$ cat config.mk
export PLATFORM = sky130hd
export DESIGN_NAME = buck_regulator_control_regs
export DESIGN_NICKNAME = d
export VERILOG_FILES = /design/src/rtl/buck_regs_pkg.sv /design/src/rtl/reg_access_if.sv /design/src/rtl/buck_regulator_control_regs.sv /design/src/rtl/reg_slot.sv
export SDC_FILE = /design/constraint.sdc
export NUM_CORES = 1
export LEC_CHECK = 0
export ABC_AREA = 1
export BUFFER_PORTS_ARGS = -buffer_cell sky130_fd_sc_hd__buf_2
export CAP_MARGIN = 20
export CORE_ASPECT_RATIO = 0.9
export CORE_MARGIN = 1.5
export CORE_UTILIZATION = 40
export CTS_CLUSTER_SIZE = 14
export DETAILED_ROUTE_END_ITERATION = 16
export PLACE_DENSITY = 0.69
export SETUP_SLACK_MARGIN = 0.05
export SLEW_MARGIN = 20
export SYNTH_ARGS = -nofsm -noshare
export SYNTH_HDL_FRONTEND = slang
export SYNTH_HIERARCHICAL = 1
export SYNTH_SLANG_ARGS = --single-unit
$ cat constraint.sdc
create_clock -name mclk -period 2.05 [get_ports mclk]
set_input_delay 0.41 -clock mclk [delete_from_list [all_inputs] [get_ports mclk]]
set_output_delay 0.41 -clock mclk [all_outputs]
set_load 0.01 [all_outputs]
$ cat src/rtl/buck_regs_pkg.sv
package buck_regs_pkg;

   // ----------------------------------------------------------------
   // Register offsets
   // ----------------------------------------------------------------
   localparam logic [7:0] BUCK1_MODE_OFS = 8'h23;
   localparam logic [7:0] BUCK1_CONF_OFS = 8'h24;
   // Second printed home of the configuration layout, deliberately not decoded
   localparam logic [7:0] BUCK1_CONF_DUP_OFS = 8'h32;
   localparam logic [7:0] BUCK2_RUN_OFS = 8'h35;
   localparam logic [7:0] BUCK2_STBY_OFS = 8'h36;

   // ----------------------------------------------------------------
   // Field positions
   // ----------------------------------------------------------------
   localparam int TURNOFF_BIT = 5;
   localparam int SWMODE_MSB = 3;
   localparam int SWMODE_LSB = 0;
   localparam int STEP_RATE_BIT = 6;
   localparam int PHASE_MSB = 5;
   localparam int PHASE_LSB = 4;
   localparam int FREQ_MSB = 3;
   localparam int FREQ_LSB = 2;
   localparam int ILIM_BIT = 0;
   localparam int VCODE_MSB = 4;
   localparam int VCODE_LSB = 0;
   localparam int RANGE_BIT = 5;

   // ----------------------------------------------------------------
   // Implemented-bit masks and OTP-loaded-bit masks
   // ----------------------------------------------------------------
   localparam logic [7:0] MODE_IMPL_MASK = 8'h2f;
   localparam logic [7:0] MODE_OTP_MASK = 8'h0f;
   localparam logic [7:0] CONF_IMPL_MASK = 8'h7d;
   localparam logic [7:0] CONF_OTP_MASK = 8'h4d;
   localparam logic [7:0] VOLT_IMPL_MASK = 8'h3f;
   localparam logic [7:0] VOLT_OTP_MASK = 8'h3f;

   // Fixed reset value of every register before the OTP load
   localparam logic [7:0] REG_RESET_VALUE = 8'h00;

   // ----------------------------------------------------------------
   // Voltage step timing
   // ----------------------------------------------------------------
   localparam int CLK_PERIOD_PS = 5000;
   localparam int STEP_FAST_PS = 2000000;
   localparam int STEP_SLOW_PS = 4000000;
   localparam int STEP_FAST_CYCLES = STEP_FAST_PS / CLK_PERIOD_PS;
   localparam int STEP_SLOW_CYCLES = STEP_SLOW_PS / CLK_PERIOD_PS;

endpackage : buck_regs_pkg

$ cat src/rtl/reg_access_if.sv
`timescale 1ns/100ps
// Write and load strobes shared by every register slot
interface reg_access_if;
   logic [7:0] addr;   // Register offset of the current access
   logic [7:0] wdata;  // Write data
   logic wr_en;        // One-cycle write strobe
   logic otp_load;     // One-cycle OTP load pulse after reset

   modport master (output addr, output wdata, output wr_en, output otp_load);
   modport slot (input addr, input wdata, input wr_en, input otp_load);
endinterface : reg_access_if

$ cat src/rtl/buck_regulator_control_regs.sv
// Function
// - Mode bit 5: 0 off, 1 sleep
// - Mode bits 3:0 hold switching-mode code
// - Configuration at 0x24; bits 7,1 read zero
// - Bit 6 step rate: 2.0us or 4.0us
// - Bits 5:4 phase select, resets to zero
// - Bits 3:2 switching frequency select
// - Bit 0 current limit: 0 4.0A, 1 2.0A
// - Run voltage at 0x35, code bits 4:0
// - Run bit 5 selects low/high range
// - Standby voltage at 0x36, code bits 4:0
// - Standby has its own range bit 5
// - Variable fields load from OTP at reset
// - All registers read anytime; writes take effect except on the OTP load edge
// - Mode register decoded at 0x23
`timescale 1ns/100ps
module buck_regulator_control_regs
   import buck_regs_pkg::*;
(
   input wire logic mclk,
   input wire logic nrst,
   // Register access port from the serial control logic
   input wire logic [7:0] reg_addr,
   input wire logic [7:0] reg_wdata,
   input wire logic reg_wr_en,
   input wire logic reg_rd_en,
   output logic [7:0] reg_rdata,
   output logic reg_rvalid,
   output logic dup_listing_access,
   // OTP-sourced reset images, static while the device runs
   input wire logic [7:0] otp_mode,
   input wire logic [7:0] otp_conf,
   input wire logic [7:0] otp_run,
   input wire logic [7:0] otp_stby,
   // Control fields to the regulators
   output logic buck_one_turnoff_behaviour,
   output logic [3:0] buck_one_switching_mode_code,
   output logic buck_one_step_rate,
   output logic [1:0] buck_one_phase_select,
   output logic [1:0] buck_one_frequency_select,
   output logic buck_one_current_limit,
   output logic buck_one_step_tick,
   output logic [4:0] buck_two_run_voltage_code,
   output logic buck_two_range_high,
   output logic [4:0] buck_two_standby_voltage_code,
   output logic buck_two_standby_range_high
);
   import buck_regs_pkg::*;

   // ----------------------------------------------------------------
   // OTP load sequencing
   // ----------------------------------------------------------------
   logic loaded_reg; // Set once the OTP image has been taken
   reg_access_if acc ();

   // One load pulse on the first edge after reset release
   always_ff @(posedge mclk or negedge nrst)
   begin
      if (!nrst)
      begin
         // Held in reset: the load is still owed
         loaded_reg <= 1'b0;
      end
      else
      begin
         // Stays set until the next reset
         loaded_reg <= 1'b1;
      end
   end

   assign acc.addr = reg_addr;
   assign acc.wdata = reg_wdata;
   assign acc.wr_en = reg_wr_en;
   assign acc.otp_load = !loaded_reg;
   // The OTP images are read only while otp_load is high; they share this
   // clock and sit still, so they need no synchroniser of their own

   // ----------------------------------------------------------------
   // Register slots
   // ----------------------------------------------------------------
   logic [7:0] buck1_mode_select;     // Turn-off behaviour and switching mode
   logic [7:0] buck1_configuration;   // Step rate, phase, frequency, limit
   logic [7:0] buck2_run_voltage;     // Normal-operation voltage and range
   logic [7:0] buck2_standby_voltage; // Standby voltage and range

   // Each slot decodes its own offset; the shared strobes arrive through acc.
   // Offset 0x32 has no slot on purpose, so writes there change nothing.
   // Mode register; turn-off bit resets to zero, mode code from OTP
   reg_slot #(.OFFSET(BUCK1_MODE_OFS), .IMPL_MASK(MODE_IMPL_MASK),
      .OTP_MASK(MODE_OTP_MASK)) u_mode (
      .acc(acc.slot),
      .mclk(mclk),
      .nrst(nrst),
      .otp_value(otp_mode),
      .value(buck1_mode_select)
   );

   // Configuration; phase bits are not in the OTP mask so reset to zero
   reg_slot #(.OFFSET(BUCK1_CONF_OFS), .IMPL_MASK(CONF_IMPL_MASK),
      .OTP_MASK(CONF_OTP_MASK)) u_conf (
      .acc(acc.slot),
      .mclk(mclk),
      .nrst(nrst),
      .otp_value(otp_conf),
      .value(buck1_configuration)
   );

   // Run voltage, code and range both OTP-loaded
   reg_slot #(.OFFSET(BUCK2_RUN_OFS), .IMPL_MASK(VOLT_IMPL_MASK),
      .OTP_MASK(VOLT_OTP_MASK)) u_run (
      .acc(acc.slot),
      .mclk(mclk),
      .nrst(nrst),
      .otp_value(otp_run),
      .value(buck2_run_voltage)
   );

   // Standby voltage keeps its own range bit
   reg_slot #(.OFFSET(BUCK2_STBY_OFS), .IMPL_MASK(VOLT_IMPL_MASK),
      .OTP_MASK(VOLT_OTP_MASK)) u_stby (
      .acc(acc.slot),
      .mclk(mclk),
      .nrst(nrst),
      .otp_value(otp_stby),
      .value(buck2_standby_voltage)
   );

   // ----------------------------------------------------------------
   // Field outputs
   // ----------------------------------------------------------------
   // Mode register fields
   assign buck_one_turnoff_behaviour = buck1_mode_select[TURNOFF_BIT];
   assign buck_one_switching_mode_code = buck1_mode_select[SWMODE_MSB:SWMODE_LSB];
   // Configuration fields; bits 7 and 1 hold no state
   assign buck_one_step_rate = buck1_configuration[STEP_RATE_BIT];
   assign buck_one_phase_select = buck1_configuration[PHASE_MSB:PHASE_LSB];
   assign buck_one_frequency_select = buck1_configuration[FREQ_MSB:FREQ_LSB];
   assign buck_one_current_limit = buck1_configuration[ILIM_BIT];
   // Regulator 2 run and standby fields, each with its own range bit
   assign buck_two_run_voltage_code = buck2_run_voltage[VCODE_MSB:VCODE_LSB];
   assign buck_two_range_high = buck2_run_voltage[RANGE_BIT];
   assign buck_two_standby_voltage_code = buck2_standby_voltage[VCODE_MSB:VCODE_LSB];
   assign buck_two_standby_range_high = buck2_standby_voltage[RANGE_BIT];

   // ----------------------------------------------------------------
   // Voltage step pacing
   // ----------------------------------------------------------------
   // The tick only paces the analog stepper and carries no data, so a rate
   // change that cuts one slot short costs at most one early step
   localparam int STEP_W = $clog2(STEP_SLOW_CYCLES);
   localparam logic [STEP_W-1:0] FAST_LAST = STEP_W'(STEP_FAST_CYCLES - 1);
   localparam logic [STEP_W-1:0] SLOW_LAST = STEP_W'(STEP_SLOW_CYCLES - 1);
   logic [STEP_W-1:0] step_cnt_reg;  // Cycles into the current step slot
   logic [STEP_W-1:0] step_cnt_next; // Next count
   logic step_tick_reg;              // One-cycle pulse per 25 mV step slot
   // A rate change takes effect at once; a longer count simply wraps early
   wire [STEP_W-1:0] step_last = buck_one_step_rate ? SLOW_LAST : FAST_LAST;
   wire step_wrap = (step_cnt_reg >= step_last);

   assign step_cnt_next = step_wrap ? '0 : step_cnt_reg + 1'b1;

   // Step slot counter and its tick
   always_ff @(posedge mclk or negedge nrst)
   begin
      if (!nrst)
      begin
         // Pacing restarts from the top of a slot
         step_cnt_reg <= '0;
         step_tick_reg <= 1'b0;
      end
      else
      begin
         // Free-running; the tick trails the wrap by one edge
         step_cnt_reg <= step_cnt_next;
         step_tick_reg <= step_wrap;
      end
   end

   assign buck_one_step_tick = step_tick_reg;

   // ----------------------------------------------------------------
   // Read path
   // ----------------------------------------------------------------
   logic [7:0] rdata_reg;  // Registered read data
   logic rvalid_reg;       // Read answer strobe
   logic dup_reg;          // Access to the undecoded duplicate offset
   // Read data is taken from the slot outputs, so a read in the same cycle
   // as a write to that offset returns the old contents
   wire [7:0] rd_mux =
      (reg_addr == BUCK1_MODE_OFS) ? buck1_mode_select :
      (reg_addr == BUCK1_CONF_OFS) ? buck1_configuration :
      (reg_addr == BUCK2_RUN_OFS) ? buck2_run_voltage :
      (reg_addr == BUCK2_STBY_OFS) ? buck2_standby_voltage :
      8'h00; // Unmapped offsets, 0x32 included, read as zero
   // Flagging 0x32 lets firmware written against the stale listing be caught
   wire dup_hit = (reg_wr_en || reg_rd_en) && (reg_addr == BUCK1_CONF_DUP_OFS);

   // Read answer one cycle after the strobe; never blocked
   always_ff @(posedge mclk or negedge nrst)
   begin
      if (!nrst)
      begin
         // No answer pending out of reset
         rdata_reg <= 8'h00;
         rvalid_reg <= 1'b0;
         dup_reg <= 1'b0;
      end
      else
      begin
         // Read data holds between reads
         rdata_reg <= reg_rd_en ? rd_mux : rdata_reg;
         rvalid_reg <= reg_rd_en;
         dup_reg <= dup_hit;
      end
   end

   assign reg_rdata = rdata_reg;
   assign reg_rvalid = rvalid_reg;
   assign dup_listing_access = dup_reg;

endmodule : buck_regulator_control_regs

$ cat src/rtl/reg_slot.sv
`timescale 1ns/100ps
module reg_slot
   import buck_regs_pkg::*;
#(
   parameter logic [7:0] OFFSET = 8'h00,
   parameter logic [7:0] IMPL_MASK = 8'hff,
   parameter logic [7:0] OTP_MASK = 8'h00
)
(
   reg_access_if.slot acc,
   input wire logic mclk,
   input wire logic nrst,
   input wire logic [7:0] otp_value,
   output logic [7:0] value
);
   import buck_regs_pkg::*;

   // ----------------------------------------------------------------
   // Decode
   // ----------------------------------------------------------------
   logic [7:0] value_reg;  // Stored register contents
   logic [7:0] value_next; // Next contents
   wire hit = (acc.addr == OFFSET);  // This slot is addressed
   wire do_write = acc.wr_en && hit; // Writes accepted at any time otp_load is low

   // OTP load wins; otherwise a write stores only implemented bits
   assign value_next = acc.otp_load ? (otp_value & OTP_MASK)
                     : do_write ? (acc.wdata & IMPL_MASK)
                     : value_reg;

   // ----------------------------------------------------------------
   // Storage
   // ----------------------------------------------------------------
   // Constant reset; OTP content arrives one edge after release
   always_ff @(posedge mclk or negedge nrst)
   begin
      if (!nrst)
      begin
         value_reg <= REG_RESET_VALUE;
      end
      else
      begin
         value_reg <= value_next;
      end
   end

   assign value = value_reg;

endmodule : reg_slot

# == Word-level counts from Yosys, hierarchy flattened ==
# Index checks and enable logic that the tools add are counted.
# word_totals
word_cells,41
reg_bits,54
output_inout_bits,34
input_bits,52
# classes
eq_ne,9
reduce_logical,6
add_sub_neg,1
n_mux,14
order_cmp,1
# op_table
operator,count
8-bit 2-to-1 mux,12
8-bit by 6-bit == test with 1-bit output (second input constant),5
10-bit 2-to-1 mux,2
10-bit by 1-bit adder with 10-bit output (second input constant),1
10-bit >= comparator,1
2-bit by 1-bit != test with 1-bit output (second input constant),4
1-bit logical AND,5
1-bit logical OR,1

# == Logic depth before layout (Yosys ltp) ==
# logic_depth
word_depth,5
mapped_depth,8
depth_no_buf,8

# == By module ==
# The synthesis kept the hierarchy.
# modules_own_cells
module,cells_per_inst,seq_area_each_um2,area_per_inst_um2,instances
buck_regulator_control_regs,181,550.5,1352.5,1
reg_slot at u_run ...,57,150.1,390.4,2
reg_slot at u_conf,51,150.1,389.1,1
reg_slot at u_mode,50,125.1,336.6,1

# == Worst setup path before layout ==
# Ideal clock, no wire load.
# synth_path
kind,flip-flop to flip-flop
from,register u_conf.value_reg[6] (netlist: u_conf/value[6])
to,register step_cnt_reg[5]
synth_period_minus_slack_ns,1.469
path_slack_ns,0.581
setup_time_ns,0.088
path_stages_with_launch,8
t_arrival_ns,1.381
n_path_buf,1
required_ns,1.962
path_cell_list,dfrtp_1 -> ha_1 -> a21oi_1 -> nor2_1 -> nor2_1 -> nand3_1 -> buf_6 -> nor3b_1
# synth_via
elab_chain_len,3
# synth_lines
item,line_no,rtl
start: declaration,reg_slot.sv:21,logic [7:0] value_reg;
start signal: assignment,reg_slot.sv:43,value_reg <= value_next;
10-bit 2-to-1 mux,buck_regulator_control_regs.sv:157,wire [STEP_W-1:0] step_last = buck_one_step_rate ? SLOW_LAST : FAST_LAST;
10-bit >= comparator,buck_regulator_control_regs.sv:158,wire step_wrap = (step_cnt_reg >= step_last);
via step_wrap,buck_regulator_control_regs.sv:158,
10-bit 2-to-1 mux,buck_regulator_control_regs.sv:160,assign step_cnt_next = step_wrap ? '0 : step_cnt_reg + 1'b1;
via step_cnt_next[5],buck_regulator_control_regs.sv:154,logic [STEP_W-1:0] step_cnt_next;
end signal: assignment,buck_regulator_control_regs.sv:174,step_cnt_reg <= step_cnt_next;
end: declaration,buck_regulator_control_regs.sv:153,logic [STEP_W-1:0] step_cnt_reg;
# The timed path passes the listed nets, and every way through them passes these cells.
# A chain may end at the register's enable or synchronous reset.

# == Worst setup path in the final report ==
# layout_path
from,register u_conf.value_reg[6] (netlist: u_conf/value[6])
to,register step_cnt_reg[2]
# layout_via
elab_chain_len,3
# layout_lines
item,line_no
10-bit 2-to-1 mux,buck_regulator_control_regs.sv:157
10-bit >= comparator,buck_regulator_control_regs.sv:158
10-bit 2-to-1 mux,buck_regulator_control_regs.sv:160
via step_cnt_next[2],buck_regulator_control_regs.sv:154
# The timed path passes the listed nets, and every way through them passes these cells.

==> results.cfg <==
[sta]
tns_ns = 0
fin_hold_ws_ns = 0.1803
worst_pin_slew_ns = 0.5653
maxSlewHeadroom_pct = 62.32
skew_ns = 0.004638
final.min_clock_period_ns = 1.800
max_freq_ghz = 0.5557
setup_slack_ns = 0.2503
hold_violations = 0
drv_slew = 0
fin_crit_sh_pct = 87.79
finalSetupViolCount = 0
grt_setup_unrepaired = false

[critical_path]
cp.arrival_ns = 2.00
crit_path_cell_trace = ha_1, a21oi_1, nor2_1, nor2_1, nand3_1, nor3b_1
startpoint_type = flip-flop
cp_common_cell = nor2_1
cp_slowest_cell = dfrtp_1
required_ns = 2.25
end_kind = flip-flop
cp_max_fo = 11
slowest_delay_ns = 0.45
worstSetupPathType = flip-flop to flip-flop

[routing]
drc = 0
vias = 2652
routedWlPerCell_um = 12.31
drt-initial-drc-count = 118
routed_wl_um = 6881
first_pass_iters = 4
viasPerCell = 4.744
ant_nets = 0

[place]
portBuffers = 72
place_area_um2 = 3219
dp.cells = 551
hpwlAfterDp_um = 5230
pre_cts_ws_ns = 0.2451
gp_congestion = 0.7758

[grt]
track_usage_pct = 19.12
met1_usage_pct = 25.33
grt_busiest_layer = met2
grt_pass1_wl_um = 11900
antenna_found_initial = 0
met3_usage_pct = 3.022
grt-ovfl-total = 0
grt_pass1_vias = 2616
grt_max_degree = 46
grtUsageMet2_pct = 31.85

[floorplanning]
die-area_um2 = 7664
fp.dieH_um = 83.21
rows = 29
boundaryPins = 86
core_region_area_um2 = 6967
start_util_pct = 41.04
die_w_um = 92.12

[pwr]
leakagePower_nw = 1.905
power.density_nw_per_um2 = 595.5
peakVddDrop_mv = 0.2822
total_power_mw = 1.984

[clock_tree]
clock_path_buffers = 2
path_clk_slew_ns = 0.09
clock_latency_ns = 0.30
root_buffer = clkbuf_8
cts.sinks = 45
cts_buffers = 5
cts_tree = done
htree_levels = 2
cts_hold_buf = 0
post_cts_resize_count = 0
postCtsSetupRepairBufs = 0

[finish]
nFillCells = 736
num_antenna_cells = 0
drive_gt1_share_pct = 25.75
area_growth_pct = 16.54
fin_nets = 521
fin_cells = 559
finish.utilization_pct = 47.83
stdcell_area_um2 = 3332
largest_reg_flops = 10

[synth]
ys_types = 27
syn_area_um2 = 2859
ys_seq_area_share_pct = 39.39
ys_seq_elements = 45
yosysWarnings = 6
syn_inst = 396
syn_area_per_cell_um2 = 7.220

[run]
cap_violations = 0

[outcome]
status = finished clean

[worst_hold_path]
hold_class = primary input to asynchronous set/reset pin
==> worst paths after layout <==
kind	startpoint	to	slack, ns	cells after the start
max	u_conf/value[6]	step_cnt_reg[2]	0.25	6
min	nrst	step_cnt_reg[7]	0.18	2
max reg2reg	u_conf/value[6]	step_cnt_reg[2]	0.25	6
min reg2reg	step_cnt_reg[0]	step_cnt_reg[0]	0.48	1
max in group asynchronous	nrst	u_stby/value[3]	1.48	2
min in group mclk	reg_rd_en	reg_rvalid	0.35	1
==> layout make-up <==
type | count | area, um2 | area share (%)
Tap cell | 93 | 116.4 | 3.492
Inverter | 32 | 120.1 | 3.605
Sequential cell | 45 | 1126 | 33.80
Timing Repair Buffer | 74 | 375.4 | 11.27
Clock inverter | 3 | 43.79 | 1.314
Multi-Input combinational cell | 307 | 1481 | 44.46
Clock buffer | 5 | 68.82 | 2.065
==> placed cells by master (no fill, tap or decap) <==
cell | Yosys | final
nor2_1 | 22 | 22
nor2_4 | 4 | 4
o21ai_1 | 11 | 11
inv_1 | 28 | 28
clkinv_2 | 0 | 1
ha_1 | 4 | 4
o21ai_0 | 6 | 6
bufinv_16 | 0 | 1
buf_2 | 0 | 72
nand3b_1 | 1 | 1
nand2_1 | 147 | 147
inv_2 | 4 | 4
clkbuf_8 | 0 | 5
xor2_1 | 1 | 1
nor3_1 | 4 | 4
nor3b_1 | 3 | 3
nand4_1 | 6 | 6
nand3_1 | 53 | 53
conb_1 | 5 | 10
o21bai_1 | 2 | 2
or2_4 | 1 | 1
nor3_4 | 1 | 1
nand2_4 | 6 | 6
a21oi_1 | 3 | 3
nor3_2 | 2 | 2
nand2_2 | 14 | 14
buf_4 | 9 | 2
dfrtp_1 | 45 | 45
nor2_2 | 6 | 6
inv_6 | 0 | 1
==> where the power goes <==
| group | switching, mW | internal [mW] |
|---|---|---|
| Sequential | 0.0417 | 0.932 |
| Clock | 0.323 | 0.366 |
| Combinational | 0.203 | 0.119 |
| Total | 0.568 | 1.42 |
==> layer usage <==
metal  vias to the layer above  part of all wire [%]
met5                         -                     0
met4                         0                   2.1
met3                        14                   4.6
met2                        68                    47
met1                      1192                    47
li1                       1378                     -
==> cells in the mapped netlist <==
cell type / count / area, um2
nor2_2: 6 / 37.54
or2_4: 1 / 8.760
clkbuf_1: 1 / 3.750
nor3b_1: 3 / 22.52
o21bai_1: 2 / 15.01
nand4_1: 6 / 37.54
buf_4: 9 / 67.56
inv_1: 28 / 105.1
buf_6: 7 / 78.83
nor3_1: 4 / 20.02
conb_1: 5 / 18.77
nor3_2: 2 / 20.02
dfrtp_1: 45 / 1126
nor2_4: 4 / 45.04
xor2_1: 1 / 8.760
o21ai_0: 6 / 30.03
o21ai_1: 11 / 55.05
nand2_2: 14 / 87.58
nand2_4: 6 / 67.56
nand2_1: 147 / 551.8
nor3_4: 1 / 16.27
inv_2: 4 / 15.01
nand3_1: 53 / 265.3
ha_1: 4 / 50.05
nor2_1: 22 / 82.58
a21oi_1: 3 / 15.01
nand3b_1: 1 / 7.510
==> critical path, delay by kind of cell (launching register included) <==
family	cells	cell delay [ns]
adder cells (fa/ha/maj)	1	0.34
flip-flops	1	0.45
AO/OA/AOI/OAI	1	0.16
AND/OR/NAND/NOR	4	0.77
==> logic make-up after synthesis <==
logic type	Yosys count	share of synthesized area, %
and+or+nand+nor	270	44.42
AOI/OAI and AO/OA	22	4.026
xor gates and xnor gates	1	0.3064
DFF	45	39.39
other	5	0.6565
buffers and inverters	49	9.453
adders and majority gates	4	1.751
Power figures use the tool's default switching activity.
